`config.mk`:
```
export PLATFORM = sky130hd
export DESIGN_NAME = tcp_timer
export DESIGN_NICKNAME = d
export VERILOG_FILES = /design/src/hw/tcp_pkg.sv /design/src/hw/tcp_timer.sv
export SDC_FILE = /design/constraint.sdc
export NUM_CORES = 1
export LEC_CHECK = 0
export ABC_AREA = 1
export BUFFER_PORTS_ARGS = -buffer_cell sky130_fd_sc_hd__buf_2
export CAP_MARGIN = 20
export CORE_UTILIZATION = 30
export DETAILED_ROUTE_END_ITERATION = 12
export PLACE_DENSITY = 0.5
export SYNTH_ARGS = -nofsm -noshare
export SYNTH_HDL_FRONTEND = slang
export SYNTH_SLANG_ARGS = --single-unit
```
`constraint.sdc`:
```
create_clock -name clk -period 5.1 [get_ports clk]
set_input_delay 1.02 -clock clk [delete_from_list [all_inputs] [get_ports clk]]
set_output_delay 1.02 -clock clk [all_outputs]
set_load 0.1 [all_outputs]
```
`src/hw/tcp_pkg.sv`:
```
package tcp_pkg;

   // Register word indices; the byte address is four times the index
   localparam logic [6:0] IDX_CTRL    = 7'h44;
   localparam logic [6:0] IDX_MASK    = 7'h6E;
   localparam logic [6:0] IDX_FLAGS   = 7'h45;
   localparam logic [6:0] IDX_COUNT   = 7'h46;
   localparam logic [6:0] IDX_COMPARE = 7'h47;
   localparam int         ADDR_W      = 9;

   // Control register fields
   localparam int CTRL_FORCE_BIT = 7;
   localparam int CTRL_WAVE_LO   = 6;
   localparam int CTRL_COM_HI    = 5;
   localparam int CTRL_WAVE_HI   = 3;
   localparam int CTRL_CS_HI     = 2;

   // Mask and flag register fields
   localparam int MASK_CMP_BIT = 1;
   localparam int MASK_OVF_BIT = 0;
   localparam int FLAG_CMP_BIT = 1;
   localparam int FLAG_OVF_BIT = 0;

   // Reset values
   localparam logic [7:0] CTRL_RST  = 8'h00;
   localparam logic [1:0] MASK_RST  = 2'h0;
   localparam logic [1:0] FLAGS_RST = 2'h0;

   // Counter extremes
   localparam logic [7:0] CNT_MAX    = 8'hFF;
   localparam logic [7:0] CNT_BOTTOM = 8'h00;

   // Prescaler taps
   localparam int         PRE_W       = 10;
   localparam logic [9:0] PRE_DIV8    = 10'h007;
   localparam logic [9:0] PRE_DIV64   = 10'h03F;
   localparam logic [9:0] PRE_DIV256  = 10'h0FF;
   localparam logic [9:0] PRE_DIV1024 = 10'h3FF;

   // Compare output actions
   localparam logic [1:0] COM_OFF    = 2'h0;
   localparam logic [1:0] COM_TOGGLE = 2'h1;
   localparam logic [1:0] COM_CLEAR  = 2'h2;
   localparam logic [1:0] COM_SET    = 2'h3;

   typedef enum logic [1:0] {
      WAVE_NORMAL = 2'h0,
      WAVE_PC_PWM = 2'h1,
      WAVE_CTC    = 2'h2,
      WAVE_FAST   = 2'h3
   } tcp_wave_t;

   typedef enum logic [2:0] {
      CS_STOP    = 3'h0,
      CS_DIV1    = 3'h1,
      CS_DIV8    = 3'h2,
      CS_DIV64   = 3'h3,
      CS_DIV256  = 3'h4,
      CS_DIV1024 = 3'h5,
      CS_EXT_FALL = 3'h6,
      CS_EXT_RISE = 3'h7
   } tcp_clk_t;

   typedef struct packed {
      logic              read;
      logic              write;
      logic [ADDR_W-1:0] address;
      logic [31:0]       writedata;
      logic [3:0]        byteenable;
   } tcp_avm_req_t;

   typedef struct packed {
      logic [31:0] readdata;
      logic        waitrequest;
   } tcp_avm_rsp_t;

   typedef struct packed {
      logic [PRE_W-1:0] pre;
      logic [7:0]       cnt;
      logic [7:0]       ocr_buf;
      logic [7:0]       ocr_act;
      logic             dir_down;
      logic             block;
      logic             oc;
      tcp_wave_t        mode;
      logic [1:0]       com;
      tcp_clk_t         cs;
      logic [1:0]       mask;
      logic [1:0]       flags;
      logic             ack;
      logic [7:0]       rdata;
      logic             ext_s1;
      logic             ext_s2;
      logic             ext_prev;
   } tcp_state_t;

   localparam tcp_state_t STATE_RST = '0;

endpackage : tcp_pkg

```
`src/hw/tcp_timer.sv`:
```
module tcp_timer (
   // Clock and reset
   input  wire logic                  clk,
   input  wire logic                  rst_b,
   // Register bus
   input  wire tcp_pkg::tcp_avm_req_t avm_req,
   output tcp_pkg::tcp_avm_rsp_t      avm_rsp,
   // External count pin
   input  wire logic                  ext_count_pin,
   // CPU interrupt side
   input  wire logic                  global_irq_enable,
   input  wire logic                  compare_vector_ack,
   input  wire logic                  overflow_vector_ack,
   output logic                       compare_irq,
   output logic                       overflow_irq,
   // Compare output pin
   output logic                       compare_out_pin,
   output logic                       compare_out_connect
);

   tcp_pkg::tcp_state_t s_r;
   tcp_pkg::tcp_state_t s_nxt;

   logic [6:0] idx;
   logic       wr;
   logic [7:0] wd;
   logic       tick;
   logic       pwm;
   logic [7:0] ocr_eff;
   logic       match;
   logic       ovf_ev;
   logic       ignore_top;
   logic       force_ev;
   logic [1:0] clr;
   logic       ctrl_wr;
   tcp_pkg::tcp_wave_t wmode;

   assign idx = avm_req.address[tcp_pkg::ADDR_W-1:2];
   assign wd  = avm_req.writedata[7:0];
   assign wr  = avm_req.write & s_r.ack & avm_req.byteenable[0];
   assign ctrl_wr = wr & (idx == tcp_pkg::IDX_CTRL);
   assign wmode = tcp_pkg::tcp_wave_t'({wd[tcp_pkg::CTRL_WAVE_HI],
                                        wd[tcp_pkg::CTRL_WAVE_LO]});

   // Timer clock selection
   always_comb begin
      unique case (s_r.cs)
         tcp_pkg::CS_STOP:     tick = 1'b0;
         tcp_pkg::CS_DIV1:     tick = 1'b1;
         tcp_pkg::CS_DIV8:
            tick = (s_r.pre & tcp_pkg::PRE_DIV8) == tcp_pkg::PRE_DIV8;
         tcp_pkg::CS_DIV64:
            tick = (s_r.pre & tcp_pkg::PRE_DIV64) == tcp_pkg::PRE_DIV64;
         tcp_pkg::CS_DIV256:
            tick = (s_r.pre & tcp_pkg::PRE_DIV256) == tcp_pkg::PRE_DIV256;
         tcp_pkg::CS_DIV1024:
            tick = s_r.pre == tcp_pkg::PRE_DIV1024;
         // Pin is read regardless of its direction
         tcp_pkg::CS_EXT_FALL: tick = s_r.ext_prev & ~s_r.ext_s2;
         tcp_pkg::CS_EXT_RISE: tick = ~s_r.ext_prev & s_r.ext_s2;
      endcase
   end

   always_comb begin
      s_nxt = s_r;
      pwm = (s_r.mode == tcp_pkg::WAVE_PC_PWM) ||
            (s_r.mode == tcp_pkg::WAVE_FAST);
      // Non-PWM modes see compare writes at once
      ocr_eff = pwm ? s_r.ocr_act : s_r.ocr_buf;
      match = tick & (s_r.cnt == ocr_eff) & ~s_r.block;
      ignore_top = s_r.com[1] & (ocr_eff == tcp_pkg::CNT_MAX);
      force_ev = ctrl_wr & wd[tcp_pkg::CTRL_FORCE_BIT] &
                 ~wmode[0];
      ovf_ev = 1'b0;

      // Bus handshake: one wait cycle, then completion
      s_nxt.ack = (avm_req.read | avm_req.write) & ~s_r.ack;

      // Pin synchroniser and prescaler
      s_nxt.ext_s1   = ext_count_pin;
      s_nxt.ext_s2   = s_r.ext_s1;
      s_nxt.ext_prev = s_r.ext_s2;
      s_nxt.pre      = s_r.pre + 10'h001;

      if (!pwm) begin
         s_nxt.ocr_act = s_r.ocr_buf;
      end

      // Counting sequence
      if (tick) begin
         s_nxt.block = 1'b0;
         unique case (s_r.mode)
            tcp_pkg::WAVE_NORMAL, tcp_pkg::WAVE_FAST: begin
               s_nxt.cnt = s_r.cnt + 8'h01;
               ovf_ev = s_r.cnt == tcp_pkg::CNT_MAX;
               if (s_r.mode == tcp_pkg::WAVE_FAST &&
                   s_r.cnt == tcp_pkg::CNT_MAX) begin
                  s_nxt.ocr_act = s_r.ocr_buf;
               end
            end
            tcp_pkg::WAVE_CTC: begin
               // Compare value is TOP here
               s_nxt.cnt = match ? tcp_pkg::CNT_BOTTOM
                                 : s_r.cnt + 8'h01;
               ovf_ev = s_r.cnt == tcp_pkg::CNT_MAX;
            end
            tcp_pkg::WAVE_PC_PWM: begin
               if (!s_r.dir_down) begin
                  if (s_r.cnt == tcp_pkg::CNT_MAX) begin
                     s_nxt.dir_down = 1'b1;
                     s_nxt.cnt = s_r.cnt - 8'h01;
                     s_nxt.ocr_act = s_r.ocr_buf;
                  end else begin
                     s_nxt.cnt = s_r.cnt + 8'h01;
                  end
               end else if (s_r.cnt == tcp_pkg::CNT_BOTTOM) begin
                  s_nxt.dir_down = 1'b0;
                  s_nxt.cnt = s_r.cnt + 8'h01;
                  ovf_ev = 1'b1;
               end else begin
                  s_nxt.cnt = s_r.cnt - 8'h01;
               end
            end
         endcase
      end

      // Waveform generator
      unique case (s_r.mode)
         tcp_pkg::WAVE_NORMAL, tcp_pkg::WAVE_CTC: begin
            if (match) begin
               unique case (s_r.com)
                  tcp_pkg::COM_OFF:    s_nxt.oc = s_r.oc;
                  tcp_pkg::COM_TOGGLE: s_nxt.oc = ~s_r.oc;
                  tcp_pkg::COM_CLEAR:  s_nxt.oc = 1'b0;
                  tcp_pkg::COM_SET:    s_nxt.oc = 1'b1;
               endcase
            end
         end
         tcp_pkg::WAVE_FAST: begin
            if (s_r.com[1]) begin
               if (tick && s_r.cnt == tcp_pkg::CNT_MAX) begin
                  s_nxt.oc = ~s_r.com[0];
               end
               if (match && !ignore_top) begin
                  s_nxt.oc = s_r.com[0];
               end
            end
         end
         tcp_pkg::WAVE_PC_PWM: begin
            if (s_r.com[1]) begin
               if (match && !ignore_top) begin
                  s_nxt.oc = s_r.dir_down ? ~s_r.com[0]
                                          : s_r.com[0];
               end
               if (ignore_top && tick && !s_r.dir_down &&
                   s_r.cnt == tcp_pkg::CNT_MAX) begin
                  s_nxt.oc = ~s_r.com[0];
               end
            end
         end
      endcase

      // Forced compare touches only the pin, never flags or counter
      if (force_ev) begin
         unique case (wd[tcp_pkg::CTRL_COM_HI -: 2])
            tcp_pkg::COM_OFF:    s_nxt.oc = s_r.oc;
            tcp_pkg::COM_TOGGLE: s_nxt.oc = ~s_r.oc;
            tcp_pkg::COM_CLEAR:  s_nxt.oc = 1'b0;
            tcp_pkg::COM_SET:    s_nxt.oc = 1'b1;
         endcase
      end

      // Flags: hardware set wins over any clear
      clr = 2'h0;
      if (wr && idx == tcp_pkg::IDX_FLAGS) begin
         clr = wd[1:0];
      end
      clr[tcp_pkg::FLAG_CMP_BIT] = clr[tcp_pkg::FLAG_CMP_BIT] |
                                   compare_vector_ack;
      clr[tcp_pkg::FLAG_OVF_BIT] = clr[tcp_pkg::FLAG_OVF_BIT] |
                                   overflow_vector_ack;
      s_nxt.flags = (s_r.flags & ~clr) | {match, ovf_ev};

      // Register writes
      if (wr) begin
         unique case (idx)
            tcp_pkg::IDX_CTRL: begin
               s_nxt.mode = wmode;
               s_nxt.com  = wd[tcp_pkg::CTRL_COM_HI -: 2];
               s_nxt.cs   = tcp_pkg::tcp_clk_t'(wd[tcp_pkg::CTRL_CS_HI:0]);
            end
            tcp_pkg::IDX_MASK:    s_nxt.mask = wd[1:0];
            tcp_pkg::IDX_COUNT: begin
               s_nxt.cnt   = wd;
               s_nxt.block = 1'b1;
            end
            tcp_pkg::IDX_COMPARE: s_nxt.ocr_buf = wd;
            default: begin
            end
         endcase
      end

      // Read data captured during the wait cycle
      if (avm_req.read && !s_r.ack) begin
         unique case (idx)
            tcp_pkg::IDX_CTRL:
               s_nxt.rdata = {1'b0, s_r.mode[0], s_r.com,
                              s_r.mode[1], s_r.cs};
            tcp_pkg::IDX_MASK:    s_nxt.rdata = {6'h00, s_r.mask};
            tcp_pkg::IDX_FLAGS:   s_nxt.rdata = {6'h00, s_r.flags};
            tcp_pkg::IDX_COUNT:   s_nxt.rdata = s_r.cnt;
            tcp_pkg::IDX_COMPARE: s_nxt.rdata = s_r.ocr_buf;
            default:              s_nxt.rdata = 8'h00;
         endcase
      end
   end

   always_ff @(posedge clk) begin
      if (!rst_b) begin
         s_r <= tcp_pkg::STATE_RST;
      end else begin
         s_r <= s_nxt;
      end
   end

   assign avm_rsp.readdata    = {24'h000000, s_r.rdata};
   assign avm_rsp.waitrequest = (avm_req.read | avm_req.write) & ~s_r.ack;
   assign compare_irq  = global_irq_enable &
                         s_r.mask[tcp_pkg::MASK_CMP_BIT] &
                         s_r.flags[tcp_pkg::FLAG_CMP_BIT];
   assign overflow_irq = global_irq_enable &
                         s_r.mask[tcp_pkg::MASK_OVF_BIT] &
                         s_r.flags[tcp_pkg::FLAG_OVF_BIT];
   assign compare_out_pin     = s_r.oc;
   assign compare_out_connect = |s_r.com;
endmodule : tcp_timer
```
==> impl_results.rst <==
.. list-table::
   :header-rows: 1

   * - Metric
     - Value
   * - Status
     - finished clean
   * - Final Max Tran Viols
     - 0
   * - Maximum level of the CTS H-tree
     - 3
   * - Final period utilization
     - 59.3%
   * - Port buffer count
     - 36
   * - Die ar.
     - 13500 sq um
   * - Switching portion of total power
     - 27.9%
   * - Portion of synthesized cell area occupied by the leading cell type
     - 30.6%
   * - Minimum clock period
     - 3.02 ns
   * - Most used standard cells in the synthesized netlist
     - sky130_fd_sc_hd__nand2_1, sky130_fd_sc_hd__inv_1, sky130_fd_sc_hd__a21oi_1, sky130_fd_sc_hd__dfxtp_1, sky130_fd_sc_hd__o21ai_0
   * - Hold bufs inserted after CTS
     - 0
   * - Post-Route Setup TNS
     - 0 ns
   * - Max-cap check violation count
     - 0
   * - Data required time at the worst endpoint
     - 5.37 ns
   * - Final hold violation count
     - 0
   * - Via count of the first global-routing pass
     - 3374
   * - Arrival time reported for the critical path endpoint
     - 3.29 ns
   * - CTS Buffer Depth
     - 2
   * - Final cell utilization of the core
     - 34.6%
   * - Number of filler cells placed in the layout
     - 1395
   * - Initial Util
     - 31.0%
   * - Hold WC Path Type
     - register to register
   * - Library cells used by synthesis
     - 40
   * - Hold_sp
     - s_nxt[1]
   * - Site Rows
     - 41
   * - Resized cells post-CTS
     - 0
   * - Placed instance area
     - 4070 sq um
   * - Final #Nets
     - 681
   * - Portion of total power attributed to sequential cells
     - 37.5%
   * - Worst setup SP type
     - register
   * - Number of enable flip-flop cells after synthesis
     - 0
   * - Critical path class
     - register to register
   * - Slew at the pin with the worst max-slew slack
     - 0.914 ns
   * - Met1 Track Usage GR
     - 23.3%
   * - Detailed Place HPWL
     - 8360 um
   * - Skew-Pair Late Insertion Delay
     - 0.34 ns
   * - First-pass GRT wire length
     - 18100 um
   * - Type of element capturing the critical path
     - register
   * - Floorplan die width
     - 116 um
   * - Routed via count
     - 3802
   * - Most used standard cell by instance count after synthesis
     - sky130_fd_sc_hd__nand2_1
   * - Routability-driven placement congestion ratio
     - 0.907
   * - Area contributors post-synth
     - sky130_fd_sc_hd__dfxtp_1, sky130_fd_sc_hd__nand2_1, sky130_fd_sc_hd__a21oi_1
   * - Endpoint, Worst Hold
     - s_nxt[0]
   * - Worst-case setup margin in the final layout
     - 2.08 ns
   * - Summed instance area of the synthesized netlist
     - 3930 sq um
   * - Diodes inserted
     - 0
   * - Sequential element share of the synthesized area
     - 30.6%
   * - Flop2flop setup slack
     - 2.08 ns
   * - Combinational share of power
     - 10.9%
   * - FFs w/ async S/R, synth
     - 0%
   * - Number of detailed-route iterations in the first pass
     - 5
   * - Layout overhead on the synthesized area
     - 11.6%
   * - Hold depth
     - 2
   * - # DRC
     - 0
   * - Clock tree from TritonCTS
     - yes
   * - Share of post-route cells with drive strength above 1
     - 13.9%
   * - Number of register bits inferred by synthesis
     - 60
   * - Cell taking the most area after synthesis
     - sky130_fd_sc_hd__dfxtp_1
   * - Total global-route track usage
     - 18.0%
   * - Global-route layer with the greatest usage
     - met2
   * - Aggregate routed wire length
     - 11400 um
   * - Count of final setup violators
     - 0
   * - Number of DRC markers in iteration 0
     - 211
   * - Final global-route overflow total
     - 0
   * - CTS root buf
     - sky130_fd_sc_hd__clkbuf_16
   * - Initial antenna violation count
     - 0
   * - Reg2Reg Launch Point
     - s_r[21]
   * - Worst vdd rail ir drop
     - 150 uV
   * - Endpoint of the most critical register-to-register path
     - s_r[49]
   * - Average instance area after synthesis
     - 6.55 sq um
   * - Largest net degree at the start of global routing
     - 38
   * - Drt wl/cell
     - 14.3 um
   * - Setup fix buffers added after clock tree synthesis
     - 0
   * - Count of clock tree sinks
     - 60
   * - Psw
     - 0.355 mW
   * - Upper clock frequency limit
     - 0.331 GHz
   * - Count of nets left with antenna violations after detail routing
     - 0
   * - Cts bufs inserted
     - 9
   * - Die Height
     - 116 um
   * - Main flop type after synthesis
     - sky130_fd_sc_hd__dfxtp_1
   * - Count of cells along the worst register-to-register path
     - 13
   * - Floorplan Core Area
     - 12700 sq um
   * - Cell count after synthesis
     - 599
   * - Met2 GRT Util
     - 28.8%
   * - Minimum setup slack after placement
     - 2.17 ns
   * - Vias per cell
     - 4.78
   * - Met3 layer usage reported by global route
     - 3.84%
   * - Clock transition at the registers of the reported paths
     - 0.06 ns
   * - Worst-case clock skew
     - 0.00639 ns
   * - Ys Warns
     - 0
   * - Cell area after layout
     - 4380 sq um
   * - Leakage power of the design
     - 1.84 nW
   * - IO Pins
     - 90
   * - Total power divided by cell area
     - 290 nW/um^2
   * - Largest fanout on the critical path
     - 13
   * - Max transition margin
     - 39.0%
   * - Proportion of power drawn by the clock network
     - 51.6%
   * - Unrepaired setup endpoints after global routing
     - false
   * - Total internal power
     - 0.917 mW
==> state kept, by name, indices dropped and copies added, names as in the netlist <==
signal           cells
s_r                 49
avm_rsp              8
s_nxt                2
compare_out_pin      1
==> worst max-delay path, stage by stage, from the launching register on <==
cell and delay (ns):
sky130_fd_sc_hd__dfxtp_1 0.68, sky130_fd_sc_hd__ha_1 0.63, sky130_fd_sc_hd__nor2_1 0.23, sky130_fd_sc_hd__o21ai_0 0.45, sky130_fd_sc_hd__a21oi_1 0.12, sky130_fd_sc_hd__nand2_1 0.12, sky130_fd_sc_hd__nor2_4 0.07, sky130_fd_sc_hd__nand2_2 0.08
sky130_fd_sc_hd__nand2_2 0.10, sky130_fd_sc_hd__nand2_4 0.13, sky130_fd_sc_hd__inv_2 0.04, sky130_fd_sc_hd__o21ai_1 0.12, sky130_fd_sc_hd__nand2_1 0.06, sky130_fd_sc_hd__a21oi_1 0.13
==> logic make-up (layout without fill, tap and decap cells) <==
kind of cell	count (synthesis)	in the layout	share of synthesized area (%)
AO/OA/AOI/OAI	139	139	19.9
AND/OR/NAND/NOR	253	253	28.1
XOR/XNOR	10	10	2.23
buffers and inverters	127	129	16.2
flip-flops	60	60	30.6
adder cells (fa/ha/maj)	9	9	2.87
other	1	24	0.0955
==> cell usage in the layout, fill, tap and decap left out, types with 5 or more instances in the layout <==
cell / n
sky130_fd_sc_hd__a21oi_1: 60
sky130_fd_sc_hd__buf_2: 36
sky130_fd_sc_hd__clkbuf_16: 9
sky130_fd_sc_hd__conb_1: 24
sky130_fd_sc_hd__dfxtp_1: 60
sky130_fd_sc_hd__ha_1: 9
sky130_fd_sc_hd__inv_1: 68
sky130_fd_sc_hd__inv_2: 6
sky130_fd_sc_hd__nand2_1: 141
sky130_fd_sc_hd__nand2_2: 8
sky130_fd_sc_hd__nand3_1: 33
sky130_fd_sc_hd__nor2_1: 44
sky130_fd_sc_hd__nor3_1: 9
sky130_fd_sc_hd__o211ai_1: 5
sky130_fd_sc_hd__o21ai_0: 48
sky130_fd_sc_hd__o22ai_1: 10
sky130_fd_sc_hd__xor2_1: 9
==> through the flow <==
step | instances | power [mW] | hold WS, ns
2_1_floorplan | 622 | 0.618 | 0.390
5_1_grt | 796 | 1.31 | 0.458
4_1_cts | 796 | 1.28 | 0.424
3_3_place_gp | 780 | 0.625 | 0.409
6_report | 796 | 1.27 | 0.416
3_5_place_dp | 780 | 0.626 | 0.409
==> power groups by stage <==
| stage | Sequential [mW] | Clock (mW) | Combinational (mW) |
|---|---|---|---|
| after floorplan | 0.486 | 0 | 0.132 |
| after global placement | 0.487 | 0 | 0.138 |
| final | 0.477 | 0.656 | 0.139 |
| after global routing | 0.477 | 0.691 | 0.147 |
| after detailed placement | 0.487 | 0 | 0.139 |
| after CTS | 0.477 | 0.669 | 0.139 |
==> how the worst max path moves through the flow <==
stage | from | end | slack [ns] | cells after the start
final | s_r[21] | s_r[49] | 2.08 | 13
after detailed placement | avm_req[41] | s_r[43] | 2.17 | 9
after CTS | s_r[21] | s_r[49] | 2.13 | 13
after global placement | avm_req[41] | s_r[42] | 2.12 | 9
after floorplan | global_irq_enable | compare_irq | 1.00 | 2
after global routing | s_r[21] | s_r[47] | 1.93 | 13
==> final cells by class <==
class	instances	area [sq um]	share of cell area [%]
Clock buffer	10	229	5.22
Clock inverter	6	88.8	2.03
Inverter	77	294	6.71
Multi-Input combinational cell	435	2170	49.6
Sequential cell	60	1200	27.4
Tap cell	172	215	4.91
Timing Repair Buffer	36	180	4.11
==> layer usage <==
metal	up-vias	routed length (um)
met5	-	0
met4	0	277
met3	22	615
met2	125	5370
met1	1722	5120
li1	1933	-
Note: power is estimated with default switching activity, not from simulation.
